[config.mk]
export PLATFORM = sky130hd
export DESIGN_NAME = rtwm_master
export DESIGN_NICKNAME = d
export VERILOG_FILES = /design/src/include/rtwm_pkg.sv /design/src/include/rtwm_pin_if.sv /design/src/rtl/rtwm_sync.sv /design/src/rtl/rtwm_master.sv
export SDC_FILE = /design/constraint.sdc
export NUM_CORES = 1
export LEC_CHECK = 0
export BUFFER_PORTS_ARGS = -buffer_cell sky130_fd_sc_hd__buf_2
export CAP_MARGIN = 40
export CORE_MARGIN = 8
export CORE_UTILIZATION = 55
export DETAILED_ROUTE_END_ITERATION = 16
export GPL_ROUTABILITY_DRIVEN = 0
export PLACE_DENSITY = 0.76
export SYNTH_ARGS = -nofsm -noshare
export SYNTH_HDL_FRONTEND = slang
export SYNTH_SLANG_ARGS = --single-unit
[constraint.sdc]
create_clock -name core_clk -period 5 [get_ports core_clk]
set_input_delay 0.25 -clock core_clk [delete_from_list [all_inputs] [get_ports core_clk]]
set_output_delay 0.25 -clock core_clk [all_outputs]
set_load 0.05 [all_outputs]
[src/include/rtwm_pkg.sv]
// constants for the two-wire bus master that drives the clock/calendar part
// assumes a 100 MHz core clock and an open-drain bus with external pull-ups
package rtwm_pkg;
   localparam logic [3:0] RTWM_CODE_EEPROM = 4'b1010;
   localparam logic [3:0] RTWM_CODE_CLOCK = 4'b1101;
   localparam logic [2:0] RTWM_SELECT_BITS = 3'b111;
   localparam logic RTWM_DIR_READ = 1'b1;
   localparam logic RTWM_DIR_WRITE = 1'b0;
   localparam int RTWM_CORE_MHZ = 100;
   localparam int RTWM_HALF_NS = 2500;
   localparam int RTWM_HALF_CYC = (RTWM_HALF_NS * RTWM_CORE_MHZ + 999) / 1000;
   localparam int RTWM_BUF_NS = 4700;
   localparam int RTWM_BUF_CYC = (RTWM_BUF_NS * RTWM_CORE_MHZ + 999) / 1000;
   localparam logic [7:0] RTWM_CLOCK_LAST = 8'h5f;
   localparam logic [7:0] RTWM_SRAM_FIRST = 8'h20;
   localparam logic [7:0] RTWM_REG_LAST = 8'h1f;
   typedef enum logic [6:0] {
      RTWM_IDLE = 7'b000_0001,
      RTWM_START = 7'b000_0010,
      RTWM_BYTE = 7'b000_0100,
      RTWM_ACK = 7'b000_1000,
      RTWM_WAIT = 7'b001_0000,
      RTWM_STOP = 7'b010_0000,
      RTWM_BUF = 7'b100_0000
   } rtwm_state_e;
endpackage

[src/include/rtwm_pin_if.sv]
// carrier between the sequencer and its line sampler
// assumes both ends run on core_clk
`timescale 1ns/10ps
`default_nettype none
interface rtwm_pin_if;
   logic scl_s;
   logic sda_s;
   modport sampler (output scl_s, output sda_s);
   modport user (input scl_s, input sda_s);
endinterface
`default_nettype wire

[src/rtl/rtwm_sync.sv]
// two-flop synchroniser for the bus lines as seen on the wire
// assumes raw inputs are asynchronous to core_clk
`timescale 1ns/10ps
`default_nettype none
module rtwm_sync (
   input wire logic core_clk,
   input wire logic resetn,
   input wire logic scl_in,
   input wire logic sda_in,
   rtwm_pin_if.sampler pins
);
   logic [1:0] scl_r;
   logic [1:0] sda_r;
   always_ff @(posedge core_clk or negedge resetn) begin
      if (!resetn) begin
         scl_r <= 2'h3;
         sda_r <= 2'h3;
      end else begin
         scl_r <= {scl_r[0], scl_in};
         sda_r <= {sda_r[0], sda_in};
      end
   end
   assign pins.scl_s = scl_r[1];
   assign pins.sda_s = sda_r[1];
endmodule
`default_nettype wire

[src/rtl/rtwm_master.sv]
// byte-level two-wire master: start, control byte, data bytes, stop
// assumes pull-ups on both lines; user issues one byte per request
`timescale 1ns/10ps
`default_nettype none
module rtwm_master
   import rtwm_pkg::*;
#(
   parameter int HALF_CYC = RTWM_HALF_CYC
) (
   input wire logic core_clk,
   input wire logic resetn,
   input wire logic scl_in,
   output logic scl_out,
   output logic scl_oe,
   input wire logic sda_in,
   output logic sda_out,
   output logic sda_oe,
   input wire logic req_valid,
   output logic req_ready,
   input wire logic req_start,
   input wire logic req_eeprom,
   input wire logic req_read,
   input wire logic req_control,
   input wire logic req_last,
   input wire logic [7:0] req_data,
   output logic rsp_valid,
   output logic rsp_nack,
   output logic [7:0] rsp_data,
   output logic busy
);
   // the tick counter is 16 bits wide and every phase needs at least two counts
   if (HALF_CYC < 2 || HALF_CYC > 65535) begin : g_half_chk
      $error("rtwm_master: HALF_CYC out of range");
   end

   rtwm_pin_if pins ();
   rtwm_sync u_sync (
      .core_clk(core_clk),
      .resetn(resetn),
      .scl_in(scl_in),
      .sda_in(sda_in),
      .pins(pins.sampler)
   );

   rtwm_state_e state_r;
   logic [15:0] tick_r;
   logic [1:0] phase_r;
   logic [3:0] bit_r;
   logic [7:0] shift_r;
   logic [7:0] rx_r;
   logic rd_r;
   logic last_r;
   logic scl_low_r;
   logic sda_low_r;
   logic open_r;
   logic tick_done;
   logic shift_is_ctrl_r;
   logic ctrl_read_r;

   assign tick_done = (tick_r == 16'(HALF_CYC - 1));
   // open drain: drive only a low level
   assign scl_out = 1'b0;
   assign sda_out = 1'b0;
   assign scl_oe = scl_low_r;
   assign sda_oe = sda_low_r;
   assign req_ready = (state_r == RTWM_IDLE || state_r == RTWM_WAIT) && !rsp_valid;
   assign busy = open_r;

   always_ff @(posedge core_clk or negedge resetn) begin
      if (!resetn) begin
         tick_r <= 16'h0000;
      end else if (state_r == RTWM_IDLE || state_r == RTWM_WAIT || tick_done) begin
         tick_r <= 16'h0000;
      end else if (!(phase_r == 2'h2 && !pins.scl_s)) begin
         // clock stretching: hold the high phase until the line is really high
         tick_r <= tick_r + 16'h0001;
      end
   end

   always_ff @(posedge core_clk or negedge resetn) begin
      if (!resetn) begin
         state_r <= RTWM_IDLE;
         phase_r <= 2'h0;
         bit_r <= 4'h0;
         shift_r <= 8'h00;
         rx_r <= 8'h00;
         rd_r <= 1'b0;
         last_r <= 1'b0;
         scl_low_r <= 1'b0;
         sda_low_r <= 1'b0;
         open_r <= 1'b0;
         rsp_valid <= 1'b0;
         rsp_nack <= 1'b0;
         rsp_data <= 8'h00;
      end else begin
         rsp_valid <= 1'b0;
         unique case (state_r)
            RTWM_IDLE, RTWM_WAIT: begin
               if (req_valid && req_ready) begin
                  last_r <= req_last;
                  phase_r <= 2'h0;
                  bit_r <= 4'h0;
                  if (req_control) begin
                     shift_r <= {req_eeprom ? RTWM_CODE_EEPROM : RTWM_CODE_CLOCK,
                                 RTWM_SELECT_BITS,
                                 req_read ? RTWM_DIR_READ : RTWM_DIR_WRITE};
                     rd_r <= 1'b0;
                  end else begin
                     shift_r <= req_data;
                  end
                  if (req_start || !open_r) begin
                     state_r <= open_r ? RTWM_START : RTWM_BUF;
                     if (req_control) begin
                        rd_r <= 1'b0;
                     end
                  end else begin
                     state_r <= RTWM_BYTE;
                  end
               end
            end
            RTWM_BUF: begin
               // wait for a free bus: both lines high when a count of HALF_CYC ends
               if (!(pins.scl_s && pins.sda_s)) begin
                  state_r <= RTWM_BUF;
               end else if (tick_done) begin
                  state_r <= RTWM_START;
               end
            end
            RTWM_START: begin
               if (tick_done) begin
                  phase_r <= phase_r + 2'h1;
                  unique case (phase_r)
                     2'h0: begin
                        sda_low_r <= 1'b0;
                        scl_low_r <= 1'b1;
                     end
                     2'h1: scl_low_r <= 1'b0;
                     2'h2: sda_low_r <= 1'b1;
                     default: begin
                        scl_low_r <= 1'b1;
                        open_r <= 1'b1;
                        state_r <= RTWM_BYTE;
                     end
                  endcase
               end
            end
            RTWM_BYTE, RTWM_ACK: begin
               if (tick_done) begin
                  phase_r <= phase_r + 2'h1;
                  unique case (phase_r)
                     2'h0: begin
                        // data set up in the low phase
                        if (state_r == RTWM_BYTE) begin
                           sda_low_r <= !rd_r && !shift_r[7];
                        end else begin
                           sda_low_r <= rd_r && !last_r;
                        end
                     end
                     2'h1: scl_low_r <= 1'b0;
                     2'h2: begin
                        if (state_r == RTWM_BYTE) begin
                           rx_r <= {rx_r[6:0], pins.sda_s};
                        end else if (!rd_r) begin
                           rsp_nack <= pins.sda_s;
                        end else begin
                           rsp_nack <= 1'b0;
                        end
                     end
                     default: begin
                        scl_low_r <= 1'b1;
                        if (state_r == RTWM_BYTE) begin
                           shift_r <= {shift_r[6:0], 1'b0};
                           bit_r <= bit_r + 4'h1;
                           if (bit_r == 4'h7) begin
                              state_r <= RTWM_ACK;
                           end
                        end else begin
                           rsp_valid <= 1'b1;
                           rsp_data <= rx_r;
                           // data is kept as it is: letting it rise as the clock falls
                           // could be taken for a stop; the next low phase sets it
                           // a nack to a written byte ends the operation, reads never
                           if ((!rd_r && rsp_nack) || last_r) begin
                              state_r <= RTWM_STOP;
                           end else begin
                              state_r <= RTWM_WAIT;
                           end
                        end
                     end
                  endcase
               end
            end
            RTWM_STOP: begin
               if (tick_done) begin
                  phase_r <= phase_r + 2'h1;
                  unique case (phase_r)
                     2'h0: sda_low_r <= 1'b1;
                     2'h1: scl_low_r <= 1'b0;
                     2'h2: sda_low_r <= 1'b0;
                     default: begin
                        open_r <= 1'b0;
                        state_r <= RTWM_IDLE;
                     end
                  endcase
               end
            end
            default: state_r <= RTWM_IDLE;
         endcase
         // direction latched once the control byte has been acknowledged
         if (state_r == RTWM_ACK && tick_done && phase_r == 2'h3 && shift_is_ctrl_r) begin
            rd_r <= ctrl_read_r;
         end
      end
   end

   // control byte direction tracking: read data begins after its ack
   always_ff @(posedge core_clk or negedge resetn) begin
      if (!resetn) begin
         shift_is_ctrl_r <= 1'b0;
         ctrl_read_r <= 1'b0;
      end else if ((state_r == RTWM_IDLE || state_r == RTWM_WAIT) && req_valid && req_ready) begin
         shift_is_ctrl_r <= req_control;
         ctrl_read_r <= req_control && req_read;
      end
   end

endmodule
`default_nettype wire

==> results.env <==
YS_SEQ_AREA_SHARE_PCT=49.17
FINAL.HOLD.WORST_SLACK_NS=0.08609
SYNTH_CELL_TYPE_COUNT=62
DIEWIDTH_UM=94.30
SYNTH-EDFF-COUNT=0
MIN_PERIOD_OVER_PERIOD_PCT=46.15
CTS_TREE='done'
ROUTED_VIA_DENSITY=5.621
ANT_NETS=0
CRITICAL_PATH.ENDPOINT_TYPE='flop'
WORST_HOLD_PATH_TYPE='input port to async pin'
CORE-AREA_MM2=0.005921
WORST_EP_REQUIRED_TIME_NS=5.22
FINISHED_LAYOUT_CELLS=428
PLACE.DETAILED.INSTANCES=410
START_UTIL_PCT=56.95
TOP_REG_CELL_SYNTH='sky130_fd_sc_hd__dfrtp_1'
SYNTH_ASYNC_SR_FLOP_SHARE_PCT=100.0
GLOBAL_ROUTE_WIRE_LENGTH_BEFORE_REPAIR_UM=11580
HOLD_VIOL_FINAL=0
WORSTSETUPSTARTPOINTTYPE='flop'
CTS_BUFFER_DEPTH=2
TIMING.FINAL.SETUP_VIOLATIONS=0
CTS_ROOT_BUFFER='sky130_fd_sc_hd__clkbuf_8'
P_LEAK_uW=0.001802
SYNTH.YOSYS.WARNINGS=0
POWER_PER_CELL_AREA_mW_PER_MM2=385.2
RSZ0062_AT_GRT='no'
ROUTE.DETAILED.WL_PER_INST_UM=16.00
POST_CTS_HOLD_BUFFER_COUNT=2
GRT_PASS1_VIAS=2455
HTREE_LEVELS=3
FLOW.AREA_GROWTH_FROM_SYNTHESIS_PCT=11.43
BUFS_AND_INVS_ON_WORST_PATH=0
CP_TOP_FAMILY='simple AND/OR/NAND/NOR gates'
SYN_AREA_PER_CELL_UM2=10.74
POWER.IR.VDD_WORST_mV=0.2676
DESIGN.PORTCOUNT=34
FINAL.SETUP.TNS_NS=0
POST_CTS_RESIZED=0
MIN_CYCLE_TIME_LAYOUT_NS=2.308
SYN_INST=314
DRT_PRE_ANTENNA_ITERS=4
SYNTH-SEQ-CELLS=66
DIEAREA_MM2=0.008892
SUM_OF_ROUTED_WIRE_LENGTH_OVER_ALL_LAYERS_UM=6850
WORST_PATH_MAXIMUM_FANOUT=20
SLEW_VIOL_FINAL=0
CHIPHEIGHT_UM=94.30
WORST_SLEW_PIN_SLEW_NS=0.8112
DELAY_CONTRIBUTED_BY_THE_SLOWEST_STAGE_OF_THE_CRITICAL_PATH_NS=0.49
OUTCOME='complete, no violations'
TOTAL_GRT_USAGE_PCT=16.63
TIMING.FMAX_GHz=0.4333
MOST_COMMON_CELL_AFTER_LAYOUT_FILL_AND_TAPS_ASIDE='sky130_fd_sc_hd__dfrtp_1'
ANTENNA_DIODE_COUNT=0
INITIALDRTVIOLATIONCOUNT=122
ROUTE.DETAILED.DRC=0
CLK_PIN_SLEW_NS=0.07
TIMING.CRITICAL_PATH.CELLS='nor3_1 -> nand4_1 -> o31a_1 -> o21ai_0 -> o41ai_2'
VIAS=2406
MAXSLEWHEADROOM_PCT=45.92
ROWS=28
POSTCTSSETUPREPAIRBUFS=0
TIMING.MAX_CAP.VIOLATIONS=0
FINCLKSKEW_NS=0.007703
FINAL_LAYOUT_SIZE_SUFFIX_GT1_SHARE_PCT=26.35
DP_HPWL_UM=4764
GRT_ANTENNA_BEFORE_REPAIR=0
CLKLATENCYLATEPIN_NS=0.35
LAYOUT_COMMON_CELLS='61 x sky130_fd_sc_hd__dfrtp_1, 31 x sky130_fd_sc_hd__buf_2, 30 x sky130_fd_sc_hd__nor2_1'
TRITONCTS.NUM_BUFFERS=9
NUMCLOCKSINKS=66
PORT_BUFFERS=31
GRT_START_MAX_NET_PINS=67
FIN_NETS=374
CRITICAL_PATH_ARRIVAL_NS=2.52
OVERFLOW=0
CRITICAL-PATH-SLOWEST-CELL='sky130_fd_sc_hd__dfrtp_1'
TIMING_WORST_SETUP_PATH_TYPE='flop to flop'
SYN_AREA_MM2=0.003372
-- state kept, by name (all words and copies together) (netlist names), 2 cells and up --
| signal | flops |
|---|---|
| bit_r | 4 |
| phase_r | 2 |
| rsp_data | 8 |
| rx_r | 8 |
| shift_r | 8 |
| state_r | 7 |
| tick_r | 16 |
| u_sync.scl_r | 2 |
| u_sync.sda_r | 2 |
-- path summary, 6_finish.rpt --
check / start / endpoint / slack (ns) / cells after the start
setup / recovery: state_r[3] / bit_r[2] / 2.69 / 5
hold / removal: resetn / state_r[2] / 0.09 / 2
setup reg to reg: state_r[3] / bit_r[2] / 2.69 / 5
hold reg to reg: u_sync.scl_r[0] / u_sync.scl_r[1] / 0.36 / 0
max in group asynchronous: resetn / bit_r[3] / 4.39 / 2
min in group core_clk: req_last / last_r / 0.14 / 2
-- synthesized netlist by cell type (all sizes together), types with 2 or more instances --
cell type	instances	share of area [%]
inv	13	1.4
nor3	6	1.2
a211oi	3	1.0
nor4b	2	0.70
dfstp	5	3.9
ha	8	3.0
o31ai	2	0.45
o21ai	24	3.6
a21boi	3	0.67
nand2b	3	0.56
and3	6	1.2
or3	8	1.6
nand2	26	3.1
nand3	14	2.1
nor4	5	1.6
buf	7	1.9
xnor2	7	1.8
nor2	30	3.3
and2b	2	0.48
mux2	24	8.7
clkbuf	5	0.56
nand4	7	1.5
a21oi	11	1.7
dfrtp	61	45
xor2	9	2.3
o22ai	2	0.37
a21o	2	0.45
-- logic make-up (layout without fill, tap and decap cells) --
kind of cell | count (synthesis) | in the layout | share of synthesized area (%)
and+or+nand+nor | 115 | 115 | 19.04
DFF | 66 | 66 | 49.17
AOI/OAI and AO/OA | 58 | 58 | 11.73
muxes | 25 | 25 | 8.980
buffers and inverters | 25 | 63 | 3.859
xor gates and xnor gates | 16 | 16 | 4.156
adders and majority gates | 8 | 8 | 2.969
other | 1 | 2 | 0.1112
-- power breakdown --
group	total, µW	internal (µW)	switching, µW
clock	424	229	196
sequential	681	611	69.7
combinational	342	134	208
total	1450	973	474
-- layer usage --
layer	vias to the layer above	wire length (µm)	GRT usage [%]
li1	1179	-	-
met5	-	0	0
met4	0	191	10.96
met2	50	3289	26.83
met3	18	334	3.677
met1	1159	3034	19.54
-- through the flow --
| step | area, µm² | setup slack, ns | power, µW | utilization, % |
|---|---|---|---|---|
| after floorplan | 3376 | 2.984 | 947.7 | - |
| after global placement | 3551 | 2.787 | 1016 | 59.97 |
| after detailed placement | 3551 | 2.705 | 1033 | 59.97 |
| after CTS | 3757 | 2.694 | 1466 | 63.46 |
| after global routing | 3757 | 2.505 | 1533 | 63.46 |
| final | 3757 | 2.692 | 1447 | 63.46 |
-- layout make-up --
class,count,area (µm²)
inverters,13,48.80
clock inverters,5,55.05
clock buffers,11,131.4
well taps,75,93.84
multi-input cells,224,1588
fillers,497,2163
flip-flops and latches,66,1658
repair buffers,34,182.7
(Power assumes the default switching activity.)
